`src/common/serial_periph_pkg.sv`:
```
// constants and types shared by the serial peripheral interface files
package serial_periph_pkg;
   localparam logic [7:0] ADDR_CONTROL = 8'h00;
   localparam logic [7:0] ADDR_MODE = 8'h04;
   localparam logic [7:0] ADDR_RX = 8'h08;
   localparam logic [7:0] ADDR_TX = 8'h0c;
   localparam logic [7:0] ADDR_STATUS = 8'h10;
   localparam logic [7:0] ADDR_IRQ_SET = 8'h14;
   localparam logic [7:0] ADDR_IRQ_CLR = 8'h18;
   localparam logic [7:0] ADDR_IRQ_VIEW = 8'h1c;
   localparam logic [7:0] ADDR_SEL0 = 8'h30;
   localparam logic [7:0] ADDR_SEL1 = 8'h34;
   localparam logic [7:0] ADDR_SEL2 = 8'h38;
   localparam logic [7:0] ADDR_SEL3 = 8'h3c;
   localparam int CR_ENABLE = 0;
   localparam int CR_DISABLE = 1;
   localparam int CR_SOFT_RESET = 7;
   localparam int CR_LAST = 24;
   localparam int MR_MASTER = 0;
   localparam int MR_SELECT_MODE = 1;
   localparam int MR_DECODE = 2;
   localparam int MR_FAULT_DIS = 4;
   localparam int MR_LOOPBACK = 7;
   localparam int MR_PCS_LSB = 16;
   localparam int MR_DELAY_LSB = 24;
   localparam int TX_PCS_LSB = 16;
   localparam int TX_LAST = 24;
   localparam int SEL_HOLD = 3;
   localparam logic [31:0] MODE_MASK = 32'hff0f_0097;
   localparam logic [31:0] SEL_MASK = 32'hffff_fffb;
   localparam logic [31:0] IRQ_MASK = 32'h0000_03ff;
   localparam logic [31:0] MODE_RESET = 32'h0000_0000;
   localparam logic [31:0] SEL_RESET = 32'h0000_0000;
   localparam logic [31:0] STATUS_DMA_IDLE = 32'h0000_00f0;
   localparam logic [3:0] CS_NONE = 4'hf;
   localparam logic [7:0] MIN_SELECT_GAP = 8'h06;
   localparam logic [2:0] SCLK_HALF = 3'h4;
   localparam logic [3:0] CHAR_BITS = 4'h8;
   typedef enum logic [1:0] {
      ST_IDLE = 2'b00,
      ST_GAP = 2'b01,
      ST_SHIFT = 2'b11
   } xfer_state_e;
endpackage

```
`src/common/shift_if.sv`:
```
// link between the register block and the serializer
`timescale 1ns/1ps
`default_nettype none
interface shift_if;
   logic start, master, loop, busy, done, sck_in, sdi_m, sdi_s, ss_n, sck_out, sdo;
   logic [7:0] tx_byte;
   logic [7:0] rx_byte;
   modport ctrl(output start, master, loop, tx_byte, sck_in, sdi_m, sdi_s, ss_n,
      input busy, done, rx_byte, sck_out, sdo);
   modport eng(input start, master, loop, tx_byte, sck_in, sdi_m, sdi_s, ss_n,
      output busy, done, rx_byte, sck_out, sdo);
endinterface
`default_nettype wire

```
`src/logic/serial_periph_iface_regs.sv`:
```
// register block and transfer control of the serial peripheral interface
// Behaviour
// writing one to enable bit turns the interface on; zero does nothing
// disable bit stops the interface after any running transfer ends
// while disabled every pin is input and nothing moves
// enable and disable in one write leaves the interface disabled
// soft reset bit resets everything to slave mode, DMA untouched; here the serializer u_shifter resets on srst only
// last-transfer bit releases the select after the current character
// master-select bit: zero slave, one master
// fixed selection uses the mode select field, variable ignores it
// decode mode drives the select field straight onto the four outputs
// in decode mode select registers each cover four decoded selects
// fault-detect-disable zero enables mode fault detection, one disables
// loopback routes serializer output to input, master mode only
// gap before asserting a select: delay field cycles, at least six
// received characters sit right-justified, unused upper bits zero
// receive select field shows select pins in master, zero in slave
// writers place transmit characters right-justified
// non-decoded variable select maps lowest zero bit, all ones selects none
// receive-full sets on a new character and clears on its read
// transmit-empty is zero while disabled, enable sets it
// overrun sets on a second unread load, clears on status read
// enabled-status reads one while enabled, zero while disabled
// reserved bits read zero and ignore writes
//
// Decided for this implementation: the Avalon-MM register port.
`timescale 1ns/1ps
`default_nettype none
module serial_periph_iface_regs
   import serial_periph_pkg::*;
(
   input wire logic clk_sys,
   input wire logic srst,
   input wire logic [7:0] avs_address,
   input wire logic avs_read,
   input wire logic avs_write,
   input wire logic [31:0] avs_writedata,
   output logic [31:0] avs_readdata,
   output logic avs_waitrequest,
   input wire logic sclk_in,
   output logic sclk_out,
   output logic sclk_oe_n,
   input wire logic mosi_in,
   output logic mosi_out,
   output logic mosi_oe_n,
   input wire logic miso_in,
   output logic miso_out,
   output logic miso_oe_n,
   input wire logic chip_select0_in_n,
   output logic [3:0] chip_select_out_n,
   output logic [3:0] chip_select_oe_n
);
   shift_if sh();
   serial_shifter u_shifter (
      .clk_sys(clk_sys),
      .srst(srst),
      .sh(sh)
   );

   // two-stage synchronisers for pin inputs
   logic [3:0] pin_raw, pin_meta, pin_sync;
   assign pin_raw = {chip_select0_in_n, miso_in, mosi_in, sclk_in};
   for (genvar i = 0; i < 4; i++) begin : g_sync
      always_ff @(posedge clk_sys) begin
         if (srst) begin
            pin_meta[i] <= 1'b1;
            pin_sync[i] <= 1'b1;
         end else begin
            pin_meta[i] <= pin_raw[i];
            pin_sync[i] <= pin_meta[i];
         end
      end
   end

   // bus slave: one wait cycle, answer at the second edge
   logic ack, wr_acc, rd_acc, sw_rst;
   logic [31:0] wd, rd_mux;
   assign wd = avs_writedata;
   assign avs_waitrequest = (avs_read | avs_write) & ~ack;
   assign wr_acc = avs_write & ack;
   assign rd_acc = avs_read & ack;
   assign sw_rst = wr_acc && avs_address == ADDR_CONTROL && wd[CR_SOFT_RESET];
   always_ff @(posedge clk_sys) begin
      if (srst) begin
         ack <= 1'b0;
      end else begin
         ack <= (avs_read | avs_write) & ~ack;
      end
   end

   logic [31:0] mode_config, irq_mask;
   logic [31:0] sel_cfg [4];
   logic [15:0] tx_data, rx_data;
   logic [3:0] tx_pcs, rx_pcs, cs_q, tgt_cs, sel_pcs;
   logic [1:0] cs_idx, cur_idx, cs0_hist;
   logic [7:0] gap_cnt, gap_len;
   logic tx_last, tx_pend, cur_last, last_req, enabled, dis_pend;
   logic receive_full, overrun_flag, mode_fault_flag, transmit_empty, rx_load, start_m, start_s, hold, fault_hit;
   xfer_state_e state;

   logic master, decode;
   assign master = mode_config[MR_MASTER];
   assign decode = mode_config[MR_DECODE];

   // select mapping, lowest zero wins when not decoding
   function automatic logic [3:0] cs_map(input logic [3:0] chip_select_field, input logic dec);
      logic [3:0] r;
      r = CS_NONE;
      if (dec) begin
         r = chip_select_field;
      end else if (!chip_select_field[0]) begin
         r = 4'he;
      end else if (!chip_select_field[1]) begin
         r = 4'hd;
      end else if (!chip_select_field[2]) begin
         r = 4'hb;
      end else if (!chip_select_field[3]) begin
         r = 4'h7;
      end
      return r;
   endfunction

   always_comb begin

      sel_pcs = mode_config[MR_SELECT_MODE] ? tx_pcs : mode_config[MR_PCS_LSB +: 4];
      tgt_cs = cs_map(sel_pcs, decode);
      if (decode) begin
         cs_idx = sel_pcs[3:2];
      end else if (!sel_pcs[0]) begin
         cs_idx = 2'h0;
      end else if (!sel_pcs[1]) begin
         cs_idx = 2'h1;
      end else if (!sel_pcs[2]) begin
         cs_idx = 2'h2;
      end else begin
         cs_idx = 2'h3;
      end
      gap_len = (mode_config[MR_DELAY_LSB +: 8] <= MIN_SELECT_GAP) ?
         MIN_SELECT_GAP : mode_config[MR_DELAY_LSB +: 8];
      start_m = enabled && master && ((state == ST_GAP && gap_cnt == 8'h01) ||
         (state == ST_IDLE && tx_pend && !dis_pend && cs_q == tgt_cs && cs_q != CS_NONE));
      start_s = enabled && !master && tx_pend && !sh.busy;
      hold = sel_cfg[cur_idx][SEL_HOLD] && !cur_last && !last_req;
      // own select 0 must have been high long enough for its pin to follow
      fault_hit = enabled && master && !mode_config[MR_FAULT_DIS] && cs_q[0] &&
         (&cs0_hist) && !pin_sync[3];
   end

   assign sh.start = start_m | start_s;
   assign sh.master = master;
   assign sh.loop = master & mode_config[MR_LOOPBACK];
   assign sh.tx_byte = tx_data[7:0];
   assign sh.sck_in = pin_sync[0];
   assign sh.sdi_s = pin_sync[1];
   assign sh.sdi_m = pin_sync[2];
   assign sh.ss_n = (enabled && !master) ? pin_sync[3] : 1'b1;
   assign rx_load = sh.done & enabled;

   // configuration registers
   always_ff @(posedge clk_sys) begin
      if (srst || sw_rst) begin
         mode_config <= MODE_RESET;
         irq_mask <= 32'h0000_0000;
         for (int k = 0; k < 4; k++) begin
            sel_cfg[k] <= SEL_RESET;
         end
      end else if (wr_acc) begin
         if (avs_address == ADDR_MODE) begin
            mode_config <= wd & MODE_MASK;
         end else if (avs_address == ADDR_IRQ_SET) begin
            irq_mask <= irq_mask | (wd & IRQ_MASK);
         end else if (avs_address == ADDR_IRQ_CLR) begin
            irq_mask <= irq_mask & ~wd;
         end else if (avs_address >= ADDR_SEL0 && avs_address <= ADDR_SEL3) begin
            sel_cfg[avs_address[3:2]] <= wd & SEL_MASK;
         end
      end
   end

   // transmit holding register
   always_ff @(posedge clk_sys) begin
      if (srst || sw_rst) begin
         tx_data <= 16'h0000;
         tx_pcs <= CS_NONE;
         tx_last <= 1'b0;
         tx_pend <= 1'b0;
      end else if (wr_acc && avs_address == ADDR_TX) begin
         tx_data <= wd[15:0];
         tx_pcs <= wd[TX_PCS_LSB +: 4];
         tx_last <= wd[TX_LAST] & mode_config[MR_SELECT_MODE];
         tx_pend <= 1'b1;
      end else if (sh.start) begin
         tx_pend <= 1'b0;
      end
   end

   // enable, disable and mode fault
   always_ff @(posedge clk_sys) begin
      if (srst || sw_rst) begin
         enabled <= 1'b0;
         dis_pend <= 1'b0;
         mode_fault_flag <= 1'b0;
      end else begin
         if (wr_acc && avs_address == ADDR_CONTROL && wd[CR_DISABLE]) begin
            dis_pend <= 1'b1;
         end else if (wr_acc && avs_address == ADDR_CONTROL && wd[CR_ENABLE]) begin
            enabled <= 1'b1;
            dis_pend <= 1'b0;
         end else if (dis_pend && state == ST_IDLE && !sh.busy) begin
            enabled <= 1'b0;
            dis_pend <= 1'b0;
         end
         if (fault_hit) begin
            mode_fault_flag <= 1'b1;
            enabled <= 1'b0;
         end else if (rd_acc && avs_address == ADDR_STATUS) begin
            mode_fault_flag <= 1'b0;
         end
      end
   end

   // master transfer sequencing and chip selects
   always_ff @(posedge clk_sys) begin
      if (srst || sw_rst) begin
         state <= ST_IDLE;
         cs_q <= CS_NONE;
         gap_cnt <= 8'h00;
         cur_idx <= 2'h0;
         cur_last <= 1'b0;
         last_req <= 1'b0;
         cs0_hist <= 2'b00;
      end else begin
         cs0_hist <= {cs0_hist[0], cs_q[0]};
         if (wr_acc && avs_address == ADDR_CONTROL && wd[CR_LAST]) begin
            last_req <= 1'b1;
         end
         if (!enabled || !master) begin
            state <= ST_IDLE;
            cs_q <= CS_NONE;
         end else begin
            case (state)
               ST_IDLE: begin
                  if (start_m) begin
                     state <= ST_SHIFT;
                     cur_idx <= cs_idx;
                     cur_last <= tx_last;
                  end else if (tx_pend && !dis_pend) begin
                     cs_q <= CS_NONE;
                     gap_cnt <= gap_len;
                     state <= ST_GAP;
                  end else if (last_req && cs_q != CS_NONE) begin
                     cs_q <= CS_NONE;
                     last_req <= 1'b0;
                  end
               end
               ST_GAP: begin
                  gap_cnt <= gap_cnt - 8'h01;
                  if (gap_cnt == 8'h01) begin
                     cs_q <= tgt_cs;
                     cur_idx <= cs_idx;
                     cur_last <= tx_last;
                     state <= ST_SHIFT;
                  end
               end
               ST_SHIFT: begin
                  if (sh.done) begin
                     state <= ST_IDLE;
                     if (!hold) begin
                        cs_q <= CS_NONE;
                        last_req <= 1'b0;
                     end
                  end
               end
               default: state <= ST_IDLE;
            endcase
         end
      end
   end

   // receive holding and receive flags
   always_ff @(posedge clk_sys) begin
      if (srst || sw_rst) begin
         rx_data <= 16'h0000;
         rx_pcs <= 4'h0;
         receive_full <= 1'b0;
         overrun_flag <= 1'b0;
      end else begin
         if (rx_load) begin
            rx_data <= {8'h00, sh.rx_byte};
            rx_pcs <= master ? cs_q : 4'h0;
            receive_full <= 1'b1;
         end else if (rd_acc && avs_address == ADDR_RX) begin
            receive_full <= 1'b0;
         end
         if (rx_load && receive_full) begin
            overrun_flag <= 1'b1;
         end else if (rd_acc && avs_address == ADDR_STATUS) begin
            overrun_flag <= 1'b0;
         end
      end
   end

   // transmit-empty
   always_ff @(posedge clk_sys) begin
      if (srst || sw_rst) begin
         transmit_empty <= 1'b0;
      end else if (!enabled || dis_pend || fault_hit) begin
         transmit_empty <= wr_acc && avs_address == ADDR_CONTROL && wd[CR_ENABLE] &&
            !wd[CR_DISABLE];
      end else if (sh.start) begin
         transmit_empty <= 1'b1;
      end else if (wr_acc && avs_address == ADDR_TX) begin
         transmit_empty <= 1'b0;
      end
   end

   // read mux and registered read data
   always_comb begin
      rd_mux = 32'h0000_0000;
      if (avs_address == ADDR_MODE) begin
         rd_mux = mode_config;
      end else if (avs_address == ADDR_RX) begin
         rd_mux = {12'h000, rx_pcs, rx_data};
      end else if (avs_address == ADDR_STATUS) begin
         rd_mux = STATUS_DMA_IDLE | {15'h0000, enabled, 6'h00,
            transmit_empty & ~sh.busy & ~tx_pend, 5'h00, overrun_flag, mode_fault_flag, transmit_empty, receive_full};
      end else if (avs_address == ADDR_IRQ_VIEW) begin
         rd_mux = irq_mask;
      end else if (avs_address >= ADDR_SEL0 && avs_address <= ADDR_SEL3) begin
         rd_mux = sel_cfg[avs_address[3:2]];
      end
   end
   always_ff @(posedge clk_sys) begin
      if (srst) begin
         avs_readdata <= 32'h0000_0000;
      end else if (avs_read && !ack) begin
         avs_readdata <= rd_mux;
      end
   end

   // pins: inputs only while disabled
   assign sclk_out = sh.sck_out;
   assign mosi_out = sh.sdo;
   assign miso_out = sh.sdo;
   assign chip_select_out_n = cs_q;
   assign sclk_oe_n = ~(enabled & master);
   assign mosi_oe_n = ~(enabled & master);
   assign chip_select_oe_n = {4{~(enabled & master)}};
   assign miso_oe_n = ~(enabled & ~master & ~pin_sync[3]);
endmodule
`default_nettype wire

```
`src/logic/serial_shifter.sv`:
```
// character serializer, master or slave, mode 0 timing
`timescale 1ns/1ps
`default_nettype none
module serial_shifter
   import serial_periph_pkg::*;
(
   input wire logic clk_sys,
   input wire logic srst,
   shift_if.eng sh
);
   logic [7:0] sr;
   logic [3:0] cnt;
   logic [2:0] half;
   logic sck, run, in_bit, sck_d, done;
   logic rise_s, fall_s;
   assign rise_s = sh.sck_in & ~sck_d & ~sh.ss_n;
   assign fall_s = ~sh.sck_in & sck_d & ~sh.ss_n;
   assign sh.busy = run | (cnt != 4'h0);
   assign sh.done = done;
   assign sh.rx_byte = sr;
   assign sh.sck_out = sck;
   assign sh.sdo = sr[7];
   always_ff @(posedge clk_sys) begin
      if (srst) begin
         sck_d <= 1'b0;
      end else begin
         sck_d <= sh.sck_in;
      end
   end
   always_ff @(posedge clk_sys) begin
      if (srst) begin
         sr <= 8'h00;
         cnt <= 4'h0;
         half <= 3'h0;
         sck <= 1'b0;
         run <= 1'b0;
         in_bit <= 1'b0;
         done <= 1'b0;
      end else begin
         done <= 1'b0;
         if (sh.start && !sh.busy) begin
            sr <= sh.tx_byte;
            run <= sh.master;
            half <= 3'h0;
            sck <= 1'b0;
         end else if (run) begin
            if (half == SCLK_HALF - 3'h1) begin
               half <= 3'h0;
               sck <= ~sck;
               if (!sck) begin
                  // loopback feeds the serializer its own output
                  in_bit <= sh.loop ? sr[7] : sh.sdi_m;
                  cnt <= cnt + 4'h1;
               end else begin
                  sr <= {sr[6:0], in_bit};
                  if (cnt == CHAR_BITS) begin
                     cnt <= 4'h0;
                     run <= 1'b0;
                     done <= 1'b1;
                  end
               end
            end else begin
               half <= half + 3'h1;
            end
         end else if (!sh.master) begin
            if (rise_s) begin
               in_bit <= sh.sdi_s;
               cnt <= cnt + 4'h1;
            end else if (fall_s && cnt != 4'h0) begin
               sr <= {sr[6:0], in_bit};
               if (cnt == CHAR_BITS) begin
                  cnt <= 4'h0;
                  done <= 1'b1;
               end
            end
         end
      end
   end
endmodule
`default_nettype wire
```
`config.mk`:
```
export PLATFORM = sky130hd
export DESIGN_NAME = serial_periph_iface_regs
export DESIGN_NICKNAME = d
export VERILOG_FILES = /design/src/common/serial_periph_pkg.sv /design/src/common/shift_if.sv /design/src/logic/serial_periph_iface_regs.sv /design/src/logic/serial_shifter.sv
export SDC_FILE = /design/constraint.sdc
export NUM_CORES = 1
export LEC_CHECK = 0
export BUFFER_PORTS_ARGS = -buffer_cell sky130_fd_sc_hd__buf_2
export CORE_MARGIN = 5
export CORE_UTILIZATION = 60
export DETAILED_ROUTE_END_ITERATION = 10
export PLACE_DENSITY = 0.8
export SETUP_SLACK_MARGIN = 0.4
export SYNTH_ARGS = -nofsm -noshare
export SYNTH_HDL_FRONTEND = slang
export SYNTH_SLANG_ARGS = --single-unit
export TNS_END_PERCENT = 30
```
`constraint.sdc`:
```
create_clock -name clk_sys -period 5.6 [get_ports clk_sys]
set_input_delay 0.84 -clock clk_sys [delete_from_list [all_inputs] [get_ports clk_sys]]
set_output_delay 0.84 -clock clk_sys [all_outputs]
set_load 0.1 [all_outputs]
```
; Word-level counts from Yosys, hierarchy flattened
; Memories as Yosys holds them, arrays and structs flattened. A register that Yosys moved wholly into a read port is not among the register bits.
; Index checks and enable logic that the tools add are counted.
[word_totals]
input_bits = 48
reg_bits = 162
elab_cells = 302
output_inout_bits = 47
mem_count = 1
mem_bits_rw = 124
[mem_list]
columns = name, words, width, read_ports, rd_clocked_by_memory_dff, wr, line
row1 = sel_cfg, 4, 31, 2, 1, 4, serial_periph_iface_regs.sv:92  ; logic [31:0] sel_cfg [4];
[classes]
reduce_logical = 81
n_addsub = 3
n_lt_le_gt_ge = 3
eq_ne = 29
bitwise = 36
muxes = 110
[op_table]
columns = op, n
row1 = 32-bit two-way mux, 7
row2 = 4-bit two-way mux, 20
row3 = 8-bit two-way mux, 10
row4 = 1-bit two-way mux, 53
row5 = 1-bit logical AND, 34
row6 = 32-bit bitwise AND, 1
row7 = "8-bit by 5-bit == test with 1-bit output, second input constant", 4
row8 = 32-bit inverter, 1
row9 = 32-bit by 10-bit OR with 32-bit output, 1
row10 = 31-bit two-way mux, 1
row11 = 31-bit OR reduction, 1
row12 = 2-bit two-way mux, 12
row13 = "8-bit by 4-bit == test with 1-bit output, second input constant", 2
row14 = 8-bit case mux with 2 select lines, 1
row15 = 2-bit nonzero test, 8
row16 = 1-bit bitwise AND, 15
row17 = 1-bit inverter, 15
row18 = 3-bit nonzero test, 5
row19 = 4-bit case mux with 3 select lines, 1
row20 = 4-bit AND reduction, 3
row21 = 1-bit logical NOT, 10
row22 = "2-bit != test, second input constant", 5
row23 = 5-bit AND reduction, 2
row24 = "3-bit by 2-bit != test with 1-bit output, second input constant", 3
row25 = other kinds (30), 47

; Depth between registers and ports, before layout
[depth]
word_depth = 15
depth_mapped = 10
depth_no_buf = 8

; Cells and area by module
; From an unflattened synthesis, not the netlist that was laid out.
[unflattened]
hier_cells = 1242
area_unflattened_um2 = 13041.3
[modules_own_cells]
columns = mod, instances, area_per_inst_um2, cells_per_inst, seq_area_each_um2
row1 = serial_periph_iface_regs, 1, 11757.5, 1100, 6606.3
row2 = serial_shifter, 1, 1283.7, 142, 400.4

; Least setup slack after synthesis
; OpenSTA, ideal clock, no wires.
[synth_path]
path_type = input to register
from = input port avs_address[7]
to = memory sel_cfg[2][0] in the netlist's numbering (enable)
t_required_ns = 5.138
arrival_ns = 3.895
setup_time_ns = 0.462
path_stages = 4
n_path_buf = 0
slack_ns = 1.243
path_cell_list = nor4bb_1 nand2_1 or3_1 o21ai_0
[synth_rtl]
columns = element, line
row1 = from (decl), serial_periph_iface_regs.sv:34  ; input wire logic [7:0] avs_address,
row2 = to (decl), serial_periph_iface_regs.sv:92

; Worst setup path in the final report
[layout_path]
from = input port avs_address[1]
to = register tx_pend
[layout_via]
elab_chain_cells = 4
word_cells_on_any_way = 8
classes_between = 1 x eq/ne / 1 x mux / 6 x reduce/logical
[layout_rtl]
columns = element, line
row1 = 8-bit logical NOT, serial_periph_iface_regs.sv:82  ; assign sw_rst = wr_acc && avs_address == ADDR_CONTROL && wd[CR_SOFT_RESET];
row2 = 1-bit logical AND (2 in series), serial_periph_iface_regs.sv:82
row3 = 1-bit logical OR, serial_periph_iface_regs.sv:182  ; if (srst || sw_rst) begin
row4 = to (signal assigned), serial_periph_iface_regs.sv:186  ; tx_pend <= 1'b0;
row5 = to (signal assigned), serial_periph_iface_regs.sv:191  ; tx_pend <= 1'b1;
row6 = to (signal assigned), serial_periph_iface_regs.sv:193  ; tx_pend <= 1'b0;
row7 = to (decl), serial_periph_iface_regs.sv:97  ; logic tx_last, tx_pend, cur_last, last_req, enabled, dis_pend;
; Several ways; a longest one is shown, not always the timed one.
; A chain may end at the register's enable or synchronous reset.

==> summary.md <==
| Metric | Value |
|---|---|
| CTS Root Cell | `clkbuf_16` |
| Chip width | `156 um` |
| Post-CTS Resized | `0` |
| Reg2reg end | `tx_pend` |
| Post-Syn Area per Cell | `10.6 um2` |
| Die area | `24300 um2` |
| HPWL after DPL | `21500 um` |
| Slew @ Worst Pin | `1200 ps` |
| Ys flop type | `dfxtp_1` |
| Drt drc | `0` |
| Crit Path Category | `in2reg` |
| Clk_lat worst skew | `550 ps` |
| Fin. max-slew vios | `0` |
| CP endpoint | `tx_pend` |
| Status | `finished clean` |
| Htree depth | `1` |
| Clock skew | `15.2 ps` |
| Row count | `53` |
| Starting Density | `60.8%` |
| Routed Antenna Nets | `0` |
| Total grt overflow | `0` |
| Ys async rst share | `0%` |
| # port buffers | `94` |
| CP max FO | `38` |
| Fin crit period | `3160 ps` |
| CP Cell Sequence | `buf_2, or3_1, nor3_1, a31o_2, buf_4, nor2_1, a31o_2` |
| Sequential fraction of the synthesis area | `54.8%` |
| Ant. Diodes | `0` |
| CTS tree | `done` |
| Setup-failing EPs final | `0` |
| YS warnings | `0` |
| Max-Cap Viols | `0` |
| Crit path largest cell delay | `670 ps` |
| Post-Syn Area | `12800 um2` |
| F_max | `316 MHz` |
| Hold Path Class | `reg2reg` |
| R2R setup slack | `2640 ps` |
| Cells after Synth | `1209` |
| Clk slew on worst S/H paths | `60 ps` |
| Layout cells sized above 1 | `18.0%` |
| CP bufs+invs | `2` |
| Post-synth EDFFs | `124` |
| #FFs+latches synth | `288` |
| Worst EP arrival | `3600 ps` |
| GRT Overall Usage | `27.5%` |
| CP startpoint | `avs_address[1]` |
| CTS Hold Bufs | `0` |
| Vias per inst | `6.38` |
| Setup crit start kind | `input pin` |
| Library cells used by synthesis | `68` |
| IO Count | `95` |
| Cts bufs inserted | `30` |
| Routed via count | `9953` |
| R2R cell count | `6` |
| CORE AREA | `21000 um2` |
| Design Power | `4.47 mW` |
| Syn-to-layout area delta | `12.8%` |
| Yosys top cell area share | `29.1%` |
| CTS Buffer Depth | `3` |
| Routed WL | `33600 um` |
| Syn_nets | `1266` |
| Final nets | `1319` |
| GPL Wtd Cong | `0.876` |
| Final Cycle Share | `56.5%` |
| Critical Path RT | `6040 ps` |
| Cell taking the most area after synthesis | `edfxtp_1` |
| Setup TNS | `0 ps` |
| Power Density | `310 nW/um2` |
| Wire per inst | `21.5 um` |
| First-pass GRT wire length | `53700 um` |
| Area contributors post-synth | `edfxtp_1 29%, dfxtp_1 26%, mux4_2 5.6%` |
| Vias in the first global route | `9585` |
| Drt initial violations | `1010` |
| Number of setup buffers added after CTS | `0` |
| Die Y-Extent | `156 um` |
| CP Depth | `7` |
| Top delay family on crit path | `simple AND/OR/NAND/NOR gates` |
| Hold Violations, Final | `0` |
| Initial antenna violation count | `1` |
| CP dominant cell by count | `a31o_2` |
| Leakage power | `5.34 nW` |
| RSZ-0062 raised after global routing | `no` |
| Max-Slew Margin vs Limit | `19.2%` |
| Total clock sinks | `288` |
| CP max stage cell | `a31o_2` |
| Pin count of the biggest net entering global routing | `64` |
| Crit end category | `flop` |
| RR Startpoint | `ack` |
| Worst vdd ir | `0.000293 V` |
| Drt pass-1 iters | `6` |
-- area by class of cell --
class                           count  area [um2]
Multi-Input combinational cell    811        5410
Clock inverter                      8        72.6
Clock buffer                       48         900
Sequential cell                   288        7010
Timing Repair Buffer              117         643
Tap cell                          275         344
Fill cell                        1548        6600
Inverter                           14        52.6
-- registers in the layout (all words and copies together), names as in the netlist, 2 cells and up, named ones only --
register              count
irq_mask                 22
tx_data                   8
gap_cnt                   8
chip_select_out_n         4
sel_cfg                 124
mode_config              17
u_shifter.sh.rx_byte      8
avs_readdata             32
cs0_hist                  2
cur_idx                   2
rx_pcs                    4
rx_data                   8
tx_pcs                    4
u_shifter.cnt             4
pin_meta                  4
u_shifter.half            3
state                     2
-- how the worst min path moves through the flow --
stage	start	end	cells after the start
3_5_place_dp	pin_meta[1]	sh.sdi_s	1
5_1_grt	pin_meta[1]	sh.sdi_s	1
6_report	pin_meta[1]	sh.sdi_s	1
3_3_place_gp	pin_meta[0]	sh.sck_in	1
2_1_floorplan	pin_meta[3]	pin_sync[3]	1
4_1_cts	pin_meta[1]	sh.sdi_s	1
-- logic make-up after synthesis --
family / Yosys count / synth area share [%]
flops: 288 / 54.8
buf+inv: 110 / 3.72
compound gates: 249 / 13.4
simple gates: 499 / 19.9
fa+ha+maj: 9 / 0.881
xor+xnor: 6 / 0.411
mux: 48 / 6.91
-- cell usage after synthesis (all sizes together) (3+ instances only) --
master / n
o311ai: 3
or3b: 3
nand2: 148
ha: 9
nor4: 12
or2: 9
o211ai: 5
xor2: 4
mux2i: 14
nand2b: 8
edfxtp: 124
or4: 3
a221oi: 3
nor2: 71
a21o: 3
clkbuf: 61
nand4: 4
a222oi: 4
nand3: 35
a311oi: 11
a31oi: 14
o31ai: 3
nor3: 26
o21ai: 24
dfxtp: 164
and3: 54
nor2b: 11
buf: 35
a22o: 12
a21oi: 80
and2: 100
inv: 14
a211oi: 20
or3: 8
mux4: 32
o2111ai: 8
a22oi: 39
-- through the flow --
| step | hold slack (ps) | setup slack, ps | cells | utilization [%] | cell area [um2] |
|---|---|---|---|---|---|
| finish | 408 | 2440 | 1561 | 68.6 | 14400 |
| global route | 418 | 2340 | 1561 | 68.6 | 14400 |
| CTS | 408 | 2490 | 1561 | 68.6 | 14400 |
| detailed placement | 394 | 1930 | 1505 | 64.0 | 13500 |
| global placement | 391 | 2000 | 1505 | 64.0 | 13500 |
| floorplan | 389 | 1240 | 1209 | - | 12800 |
-- layout by cell type (no fill, tap or decap), types with 5 or more instances in the layout --
master / n
a211oi_1: 18
a21oi_1: 79
a22o_1: 12
a22oi_1: 39
a311oi_1: 11
a31oi_1: 13
and2_1: 100
and3_1: 54
buf_2: 94
buf_4: 23
clkbuf_1: 11
clkbuf_16: 31
clkbuf_8: 6
clkinv_2: 5
dfxtp_1: 164
edfxtp_1: 124
ha_1: 9
inv_1: 14
mux2i_1: 14
mux4_2: 32
nand2_1: 148
nand2b_1: 8
nand3_1: 35
nor2_1: 69
nor2b_1: 10
nor3_1: 23
nor4_1: 7
o2111ai_1: 7
o211ai_1: 5
o21ai_0: 18
or2_2: 9
or3_1: 8
-- where the power goes --
group	switching (mW)	leakage, nW	internal (mW)
Sequential	0.0190	2.61	2.23
Clock	0.809	0.480	1.14
Combinational	0.202	2.25	0.0722
-- metal layers --
metal / global-route usage [%] / routed length [um] / share of wire [%] / up-vias
met5: 0 / 7 / 0.021 / -
li1: - / - / - / 4540
met2: 44.0 / 15700 / 47 / 531
met1: 39.3 / 13800 / 41 / 4819
met4: 7.09 / 754 / 2.2 / 2
met3: 4.83 / 3310 / 9.9 / 61
Power figures use the tool's default switching activity.
